### src/pkg/divider_pkg.sv
// constants, types and helpers shared by the cascaded divider channel
package divider_pkg;
    localparam logic [7:0] OFF_CTRL     = 8'h00;
    localparam logic [7:0] OFF_PRESCALE = 8'h04;
    localparam logic [7:0] OFF_STAGE1   = 8'h08;
    localparam logic [7:0] OFF_STAGE2   = 8'h0c;
    localparam logic [7:0] OFF_STATUS   = 8'h10;
    localparam logic [7:0] OFF_MEASURE  = 8'h14;
    localparam int CTRL_CORR_DIS = 0;
    localparam int CTRL_USE_EXT  = 1;
    localparam int CTRL_BYP1     = 2;
    localparam int CTRL_BYP2     = 3;
    localparam int ST_OUT        = 0;
    localparam int ST_FIX_OK     = 1;
    localparam int ST_BAD_BYP    = 2;
    localparam int ST_BAD_ORDER  = 3;
    localparam int ST_RATIO_LSB  = 8;
    localparam int MEAS_PER_LSB  = 16;
    localparam int CNT_W         = 4;
    localparam int RATIO_W       = 11;
    localparam int MEAS_W        = 16;
    localparam logic [2:0]  PRE_MIN       = 3'h2;
    localparam logic [2:0]  PRE_MAX       = 3'h6;
    localparam logic [2:0]  PRE_RESET     = 3'h2;
    localparam logic [7:0]  STAGE_RESET   = 8'h00;
    localparam logic [10:0] RATIO_ONE     = 11'h001;
    localparam logic [5:0]  RATIO_OFFSET  = 6'h02;
    localparam logic [1:0]  CFG_SETTLED   = 2'h3;
    localparam logic [15:0] MEAS_ONE      = 16'h0001;
    typedef enum logic [1:0] {PH_HIGH, PH_EXTEND, PH_LOW} phase_e;
    // odd ratio when high and low counts differ in parity
    function automatic logic ratioOdd(input logic [3:0] n, input logic [3:0] m);
        return n[0] ^ m[0];
    endfunction
    function automatic logic [5:0] stageRatio(input logic [3:0] n, input logic [3:0] m);
        return {2'h0, n} + {2'h0, m} + RATIO_OFFSET;
    endfunction
    // widened compare so a high count of 15 cannot wrap to a low count of 0
    function automatic logic stageLegal(input logic [3:0] n, input logic [3:0] m);
        if (ratioOdd(n, m))
            return {1'b0, m} == ({1'b0, n} + 5'h01);
        return m == n;
    endfunction
endpackage

### src/rtl/div_stage.sv
// one programmable divider stage with optional duty-cycle correction
module div_stage (
    input  wire logic       clk_sys,
    input  wire logic       rstn,
    input  wire logic       inLvl,
    input  wire logic       bypass,
    input  wire logic       dutyFix,
    input  wire logic [3:0] nHigh,
    input  wire logic [3:0] mLow,
    output logic            outLvl
);
    divider_pkg::phase_e state_q, state_d;
    logic [3:0] cnt_q, cnt_d;
    logic       outLvl_q, outLvl_d;
    logic       inPrev_q;
    logic       inRise;
    logic       inFall;
    logic       odd;

    assign inRise = inLvl & ~inPrev_q;
    assign inFall = ~inLvl & inPrev_q;
    assign odd    = divider_pkg::ratioOdd(nHigh, mLow);
    assign outLvl = outLvl_q;

    ////////////////////////////////////////////////////////////////////////////
    always_comb begin
        state_d  = state_q;
        cnt_d    = cnt_q;
        outLvl_d = outLvl_q;
        if (bypass) begin
            outLvl_d = inLvl;
            state_d  = divider_pkg::PH_LOW;
            cnt_d    = '0;
        end else begin
            unique case (state_q)
                divider_pkg::PH_HIGH: begin
                    if (inRise) begin
                        if (cnt_q == nHigh) begin
                            cnt_d = '0;
                            // odd ratio: hold high into the next input high phase
                            if (dutyFix && odd) begin
                                state_d = divider_pkg::PH_EXTEND;
                            end else begin
                                state_d  = divider_pkg::PH_LOW;
                                outLvl_d = 1'b0;
                            end
                        end else begin
                            cnt_d = cnt_q + 4'h1;
                        end
                    end
                end
                divider_pkg::PH_EXTEND: begin
                    if (inFall) begin
                        state_d  = divider_pkg::PH_LOW;
                        outLvl_d = 1'b0;
                    end
                end
                divider_pkg::PH_LOW: begin
                    if (inRise) begin
                        if (cnt_q == mLow) begin
                            state_d  = divider_pkg::PH_HIGH;
                            outLvl_d = 1'b1;
                            cnt_d    = '0;
                        end else begin
                            cnt_d = cnt_q + 4'h1;
                        end
                    end
                end
            endcase
        end
    end

    always_ff @(posedge clk_sys or negedge rstn) begin
        if (!rstn) begin
            state_q  <= divider_pkg::PH_LOW;
            cnt_q    <= '0;
            outLvl_q <= 1'b0;
            inPrev_q <= 1'b0;
        end else begin
            state_q  <= state_d;
            cnt_q    <= cnt_d;
            outLvl_q <= outLvl_d;
            inPrev_q <= inLvl;
        end
    end
endmodule // div_stage

### src/rtl/divider_channel.sv
// two cascaded dividers behind an optional prescaler, with apb registers
// Notes on behaviour
// - uncorrected prescaler alone: 50, 33.3, 40 percent
// - uncorrected: high for count plus one
// - uncorrected, direct, bypassed: input duty passes
// - corrected with 50 percent input: 50 percent
// - corrected prescaler alone follows input duty formula
// - an even ratio with equal high and low counts gives 50 percent
// - stage counts plus one; ratio is product
// - correction on unless disable bit set
//
// The APB slave port and the placing of the registers were chosen for this implementation.
module divider_channel (
    input  wire logic        clk_sys,
    input  wire logic        rstn,
    input  wire logic        psel,
    input  wire logic        penable,
    input  wire logic        pwrite,
    input  wire logic [7:0]  paddr,
    input  wire logic [31:0] pwdata,
    output logic      [31:0] prdata,
    output logic             pready,
    output logic             pslverr,
    input  wire logic        prescaleIn,
    input  wire logic        extClkIn,
    output logic             chanOut
);
    logic        correctionDisable_q, correctionDisable_d;
    logic        useExt_q, useExt_d;
    logic        byp1_q, byp1_d;
    logic        byp2_q, byp2_d;
    logic [2:0]  prescale_q, prescale_d;
    logic [7:0]  stage1_q, stage1_d;
    logic [7:0]  stage2_q, stage2_d;
    logic [31:0] prdata_q, prdata_d;
    logic        preMeta_q, prePin_q;
    logic        extMeta_q, extPin_q;
    logic        wrEn;
    logic        hit;
    logic [31:0] readWord;
    logic [2:0]  preClamp;
    logic [3:0]  preN, preM;
    logic        preOut, srcLvl, s1Out, s2Out;
    logic        dutyFix;
    logic [3:0]  n1, m1, n2, m2;
    logic [10:0] ratio1, ratio2, totalRatio;
    logic        badBypass, badOrder, fixOk;
    logic [15:0] highCnt_q, highCnt_d;
    logic [15:0] perCnt_q, perCnt_d;
    logic [15:0] measHigh_q, measHigh_d;
    logic [15:0] measPer_q, measPer_d;
    logic        chanPrev_q;
    logic [1:0]  cfgAge_q, cfgAge_d;

    ////////////////////////////////////////////////////////////////////////////
    // pin synchronisers; first flops feed only the second
    always_ff @(posedge clk_sys or negedge rstn) begin
        if (!rstn) begin
            preMeta_q <= 1'b0;
            prePin_q  <= 1'b0;
            extMeta_q <= 1'b0;
            extPin_q  <= 1'b0;
        end else begin
            preMeta_q <= prescaleIn;
            prePin_q  <= preMeta_q;
            extMeta_q <= extClkIn;
            extPin_q  <= extMeta_q;
        end
    end

    ////////////////////////////////////////////////////////////////////////////
    // apb slave: no wait states, read data captured in the setup cycle
    assign pready  = 1'b1;
    assign wrEn    = psel && penable && pwrite;
    assign prdata  = prdata_q;
    assign pslverr = psel && penable && !hit;

    always_comb begin
        hit = 1'b1;
        readWord = '0;
        unique case (paddr)
            divider_pkg::OFF_CTRL: begin
                readWord[divider_pkg::CTRL_CORR_DIS] = correctionDisable_q;
                readWord[divider_pkg::CTRL_USE_EXT]  = useExt_q;
                readWord[divider_pkg::CTRL_BYP1]     = byp1_q;
                readWord[divider_pkg::CTRL_BYP2]     = byp2_q;
            end
            divider_pkg::OFF_PRESCALE: readWord[2:0] = prescale_q;
            divider_pkg::OFF_STAGE1:   readWord[7:0] = stage1_q;
            divider_pkg::OFF_STAGE2:   readWord[7:0] = stage2_q;
            divider_pkg::OFF_STATUS: begin
                readWord[divider_pkg::ST_OUT]       = chanOut;
                readWord[divider_pkg::ST_FIX_OK]    = fixOk;
                readWord[divider_pkg::ST_BAD_BYP]   = badBypass;
                readWord[divider_pkg::ST_BAD_ORDER] = badOrder;
                readWord[divider_pkg::ST_RATIO_LSB +: divider_pkg::RATIO_W] = totalRatio;
            end
            divider_pkg::OFF_MEASURE: begin
                readWord[0 +: divider_pkg::MEAS_W] = measHigh_q;
                readWord[divider_pkg::MEAS_PER_LSB +: divider_pkg::MEAS_W] = measPer_q;
            end
            default: hit = 1'b0;
        endcase
    end

    always_comb begin
        correctionDisable_d = correctionDisable_q;
        useExt_d   = useExt_q;
        byp1_d     = byp1_q;
        byp2_d     = byp2_q;
        prescale_d = prescale_q;
        stage1_d   = stage1_q;
        stage2_d   = stage2_q;
        prdata_d   = prdata_q;
        if (psel && !penable && !pwrite) begin
            prdata_d = readWord;
        end
        if (wrEn) begin
            unique case (paddr)
                divider_pkg::OFF_CTRL: begin
                    correctionDisable_d = pwdata[divider_pkg::CTRL_CORR_DIS];
                    useExt_d = pwdata[divider_pkg::CTRL_USE_EXT];
                    byp1_d   = pwdata[divider_pkg::CTRL_BYP1];
                    byp2_d   = pwdata[divider_pkg::CTRL_BYP2];
                end
                divider_pkg::OFF_PRESCALE: prescale_d = pwdata[2:0];
                divider_pkg::OFF_STAGE1:   stage1_d   = pwdata[7:0];
                divider_pkg::OFF_STAGE2:   stage2_d   = pwdata[7:0];
                default: ;
            endcase
        end
    end

    always_ff @(posedge clk_sys or negedge rstn) begin
        if (!rstn) begin
            correctionDisable_q <= 1'b0;
            useExt_q   <= 1'b0;
            byp1_q     <= 1'b0;
            byp2_q     <= 1'b0;
            prescale_q <= divider_pkg::PRE_RESET;
            stage1_q   <= divider_pkg::STAGE_RESET;
            stage2_q   <= divider_pkg::STAGE_RESET;
            prdata_q   <= '0;
        end else begin
            correctionDisable_q <= correctionDisable_d;
            useExt_q   <= useExt_d;
            byp1_q     <= byp1_d;
            byp2_q     <= byp2_d;
            prescale_q <= prescale_d;
            stage1_q   <= stage1_d;
            stage2_q   <= stage2_d;
            prdata_q   <= prdata_d;
        end
    end

    ////////////////////////////////////////////////////////////////////////////
    // prescaler: out-of-range ratios are clamped rather than left undefined
    always_comb begin
        preClamp = prescale_q;
        if (prescale_q < divider_pkg::PRE_MIN)
            preClamp = divider_pkg::PRE_MIN;
        else if (prescale_q > divider_pkg::PRE_MAX)
            preClamp = divider_pkg::PRE_MAX;
    end
    // even: equal halves; three gives one high of three, five two of five
    assign preN = {2'h0, preClamp[2:1]} - 4'h1;
    assign preM = {1'b0, preClamp} - {2'h0, preClamp[2:1]} - 4'h1;

    assign dutyFix = !correctionDisable_q;
    assign n1 = stage1_q[3:0];
    assign m1 = stage1_q[7:4];
    assign n2 = stage2_q[3:0];
    assign m2 = stage2_q[7:4];

    div_stage preStage (
        .clk_sys (clk_sys),
        .rstn    (rstn),
        .inLvl   (prePin_q),
        .bypass  (1'b0),
        .dutyFix (dutyFix),
        .nHigh   (preN),
        .mLow    (preM),
        .outLvl  (preOut)
    );

    assign srcLvl = useExt_q ? extPin_q : preOut;

    div_stage firstStage (
        .clk_sys (clk_sys),
        .rstn    (rstn),
        .inLvl   (srcLvl),
        .bypass  (byp1_q),
        .dutyFix (dutyFix),
        .nHigh   (n1),
        .mLow    (m1),
        .outLvl  (s1Out)
    );

    div_stage secondStage (
        .clk_sys (clk_sys),
        .rstn    (rstn),
        .inLvl   (s1Out),
        .bypass  (byp2_q),
        .dutyFix (dutyFix),
        .nHigh   (n2),
        .mLow    (m2),
        .outLvl  (s2Out)
    );

    assign chanOut = s2Out;

    ////////////////////////////////////////////////////////////////////////////
    // total_ratio and correction-legality status
    assign ratio1 = byp1_q ? divider_pkg::RATIO_ONE
                           : {5'h00, divider_pkg::stageRatio(n1, m1)};
    assign ratio2 = byp2_q ? divider_pkg::RATIO_ONE
                           : {5'h00, divider_pkg::stageRatio(n2, m2)};
    assign totalRatio = ratio1 * ratio2;
    assign badBypass  = byp1_q && !byp2_q;
    assign badOrder   = !byp1_q && !byp2_q && !divider_pkg::ratioOdd(n1, m1)
                        && divider_pkg::ratioOdd(n2, m2);
    // settings outside this leave the corrected duty unspecified
    assign fixOk = (byp1_q || divider_pkg::stageLegal(n1, m1))
                   && (byp2_q || divider_pkg::stageLegal(n2, m2))
                   && !badBypass && !badOrder;

    ////////////////////////////////////////////////////////////////////////////
    // duty measurement of the last full output period, in clk_sys cycles;
    // counts saturate, so very slow outputs read as the largest value
    always_comb begin
        highCnt_d  = highCnt_q;
        perCnt_d   = perCnt_q;
        measHigh_d = measHigh_q;
        measPer_d  = measPer_q;
        cfgAge_d   = cfgAge_q;
        if (chanOut && !chanPrev_q) begin
            measHigh_d = highCnt_q;
            measPer_d  = perCnt_q;
            highCnt_d  = divider_pkg::MEAS_ONE;
            perCnt_d   = divider_pkg::MEAS_ONE;
        end else begin
            if (chanOut && highCnt_q != '1)
                highCnt_d = highCnt_q + divider_pkg::MEAS_ONE;
            if (perCnt_q != '1)
                perCnt_d = perCnt_q + divider_pkg::MEAS_ONE;
        end
        if (wrEn)
            cfgAge_d = '0;
        else if (cfgAge_q != divider_pkg::CFG_SETTLED)
            cfgAge_d = cfgAge_q + 2'h1;
    end

    always_ff @(posedge clk_sys or negedge rstn) begin
        if (!rstn) begin
            highCnt_q  <= '0;
            perCnt_q   <= '0;
            measHigh_q <= '0;
            measPer_q  <= '0;
            chanPrev_q <= 1'b0;
            cfgAge_q   <= '0;
        end else begin
            highCnt_q  <= highCnt_d;
            perCnt_q   <= perCnt_d;
            measHigh_q <= measHigh_d;
            measPer_q  <= measPer_d;
            chanPrev_q <= chanOut;
            cfgAge_q   <= cfgAge_d;
        end
    end
endmodule // divider_channel

### config.mk
export PLATFORM = sky130hd
export DESIGN_NAME = divider_channel
export DESIGN_NICKNAME = d
export VERILOG_FILES = /design/src/pkg/divider_pkg.sv /design/src/rtl/div_stage.sv /design/src/rtl/divider_channel.sv
export SDC_FILE = /design/constraint.sdc
export NUM_CORES = 1
export LEC_CHECK = 0
export BUFFER_PORTS_ARGS = -buffer_cell sky130_fd_sc_hd__buf_4
export CORE_ASPECT_RATIO = 0.5
export CORE_MARGIN = 2
export CORE_UTILIZATION = 50
export CTS_BUF_LIST = sky130_fd_sc_hd__clkbuf_2
export CTS_CLUSTER_DIAMETER = 40
export DETAILED_ROUTE_END_ITERATION = 12
export HOLD_SLACK_MARGIN = 0.12
export PLACE_DENSITY_LB_ADDON = 0.1
export SLEW_MARGIN = 20
export SYNTH_ARGS = -nofsm -noshare
export SYNTH_HDL_FRONTEND = slang
export SYNTH_SLANG_ARGS = --single-unit
export TNS_END_PERCENT = 30
### constraint.sdc
create_clock -name clk_sys -period 5.4 [get_ports clk_sys]
set_input_delay 1.08 -clock clk_sys [delete_from_list [all_inputs] [get_ports clk_sys]]
set_output_delay 1.08 -clock clk_sys [all_outputs]
set_load 0.03 [all_outputs]
==> run summary <==
outcome: finished, final reports clean
routability cong.: 0.826
worst reg-to-reg path cell count: 18
Vias/cell: 5.51
via count: 6,414
die span in x: 191 um
max_cap viols: 0
Pwr Density: 306 nW/um2
total grt overflow: 0
max-slew violations: 0
drt drc: 0
core box area: 17,200 um2
layout cells sized above 1: 20.5%
Leakage: 0.00477 uW
CTS max path bufs: 2
Row Count: 34
unrepaired setup endpoints after global routing: no
syn_area_per_cell: 10.2 um2
FF-to-FF Start: stage2_q[6]
CP Launch Type: flop
post-detailed-route wirelength per cell: 16.6 um
Cells after Synth: 850
die area: 18,500 um2
clk root buf: clkbuf_2
first-pass GRT wire length: 33.1 mm
multi-input logic area: 4690 um2
RR Endpoint: prdata[16]
initial core utilization: 50.6%
Hold Buf Count CTS: 0
setup bufs post-CTS: 0
nets@finish: 1,032
clk sinks: 148
fmax: 195 MHz
clk slew on worst S/H paths: 0.28 ns
Area Overhead vs Synth: 12.0%
final hold violations: 0
Rel. slew slack: 38.9%
final worst slack: 0.265 ns
post-synthesis sequential area ratio: 42.6%
port bufs: 56
n_diodes: 0
Post-Route WL: 19.3 mm
DR pass1 iterations: 5
Tot GR Track Use: 22.6%
vias in the first global route: 6,454
worst skew pair latency: 0.73 ns
Initial DRC Count: 365
Worst Setup End Kind: flop
worst endpoint required time: 6.06 ns
crit path time final: 5.14 ns
pre-CTS WS: 0.212 ns
Tightest Pin Transition: 0.913 ns
flops & latches, synth: 148
Final Setup Violations: 0
EDFF count, synth: 0
HPWL Detailed: 14.3 mm
Hold/Removal Path Class: input pin to asynchronous set/reset pin
CTS tree: yes
skew final: 0.0403 ns
Syn. warnings: 0
total negative setup slack: 0 ns
CTS H-tree depth: 4
register area: 3710 um2
FFs w/ async S/R, synth: 100%
CP Class: flop to flop
maximum VDD drop: 0.000170 V
die boundary height: 97.3 um
Primary FF master, synth: dfrtp_1
fin crit share: 95.1%
num ports: 82
TritonCTS Buffers: 17
Syn Std Cell Area: 8700 um2
Fill cells: 1,547
reg-to-reg slack, setup: 0.26 ns
Final ANT Viol Nets: 0
post-synth cell types: 64
largest net degree at the start of global routing: 56
Arr. time, crit path: 5.80 ns
worst-path fanout max: 6
Net Count, Synth: 965
initial antenna violation count: 0
worst max path at each step:
stage | slack, ns | cells after the start | start | endpoint
6_report | 0.26 | 18 | stage2_q[6] | prdata[16]
5_1_grt | 0.03 | 18 | stage1_q[0] | prdata[16]
4_1_cts | 0.19 | 19 | stage2_q[1] | prdata[16]
3_5_place_dp | 0.21 | 18 | stage2_q[6] | prdata[16]
3_3_place_gp | 0.25 | 19 | stage2_q[1] | prdata[16]
2_1_floorplan | 0.35 | 20 | stage2_q[5] | prdata[16]
cell usage after synthesis (all sizes together) (10+ instances only):
| master | number | area, um2 |
|---|---|---|
| ha | 50 | 626 |
| dfrtp | 144 | 3600 |
| xnor2 | 25 | 219 |
| nand2b | 16 | 100 |
| clkbuf | 16 | 60.1 |
| o21ai | 24 | 120 |
| a22o | 19 | 166 |
| inv | 53 | 199 |
| nand4 | 12 | 75.1 |
| nor3 | 18 | 90.1 |
| fa | 18 | 360 |
| nor2 | 100 | 375 |
| xor2 | 41 | 359 |
| a221oi | 12 | 105 |
| and3 | 10 | 62.6 |
| mux2 | 55 | 619 |
| mux2i | 15 | 150 |
| nand2 | 59 | 221 |
| buf | 13 | 65.1 |
| a21oi | 32 | 160 |
| nand3 | 17 | 90.1 |
cell type report:
type	instances	share of cell area [%]
Clock inverter	15	1.93
Clock buffer	17	0.873
Inverter	53	2.04
Timing Repair Buffer	77	5.97
Multi-Input combinational cell	620	48.1
Tap cell	234	3.00
Sequential cell	148	38.1
sequential cells by signal, indices dropped and copies added, names as in the netlist, 2 cells and up:
name	flops
perCnt_q	16
measHigh_q	16
prescale_q	3
secondStage.state_q	2
firstStage.state_q	2
stage2_q	8
prdata	32
measPer_q	16
firstStage.cnt_q	4
preStage.cnt_q	4
stage1_q	8
secondStage.cnt_q	4
highCnt_q	16
preStage.state_q	2
critical path: stages, from the launching register on:
cell,delay [ns]
dfrtp_1,0.44
ha_1,0.34
ha_1,0.31
a21o_1,0.18
a21oi_1,0.20
xnor2_1,0.14
nand2b_1,0.15
or2_2,0.34
fa_1,0.49
fa_1,0.54
fa_1,0.55
inv_1,0.05
ha_1,0.33
nand3_1,0.08
nor2_1,0.07
a2111oi_4,0.36
xnor2_1,0.15
a221oi_1,0.28
nor2_1,0.09
cells by family after synthesis:
group / share of synthesized area (%)
simple gates: 16.3
flops: 42.6
compound gates: 10.2
buf+inv: 3.73
mux: 9.10
fa+ha+maj: 11.3
xor+xnor: 6.64
other cells: 0.0431
layout by cell type, fill, tap and decap left out, types with 16 or more instances in the layout:
| master | n |
|---|---|
| o21ai_0 | 23 |
| nor2_1 | 100 |
| nand2b_1 | 16 |
| nand2_1 | 59 |
| xnor2_1 | 25 |
| inv_1 | 53 |
| fa_1 | 18 |
| nor3_1 | 18 |
| nand3_1 | 16 |
| a22o_1 | 19 |
| xor2_1 | 41 |
| dfrtp_1 | 144 |
| buf_4 | 76 |
| mux2_2 | 55 |
| clkbuf_2 | 17 |
| ha_1 | 50 |
| a21oi_1 | 32 |
report_power, final:
group          internal (uW)  total [uW]  switching (uW)  leakage, uW
Clock                    201         691             490     0.000155
Combinational            378         854             476      0.00266
Sequential              1260        1430             172      0.00196
routing by layer:
layer  vias up  GRT usage [%]  part of all wire, %
met5         -              0                    0
met1      3242           34.0                   51
met2        73           34.4                   46
li1       3091              -                    -
met3         8           3.94                  3.1
met4         0           4.53                 0.58
metrics by stage:
step / util [%] / power, uW / instance area, um2 / hold slack, ns / cells
after floorplan: - / 2060 / 8700 / 0.331 / 850
after global placement: 55.0 / 2280 / 9460 / 0.331 / 1132
after detailed placement: 55.0 / 2310 / 9460 / 0.336 / 1132
after CTS: 56.6 / 3010 / 9730 / 0.139 / 1164
after global routing: 56.7 / 3200 / 9740 / 0.156 / 1164
final: 56.7 / 2980 / 9740 / 0.211 / 1164
what timing repair did:
action	4_1_cts	5_1_grt
endpoints found under the setup margin	0	2
resized for setup	0	2
hold endpoints to repair	0	0
(Power assumes the default switching activity.)
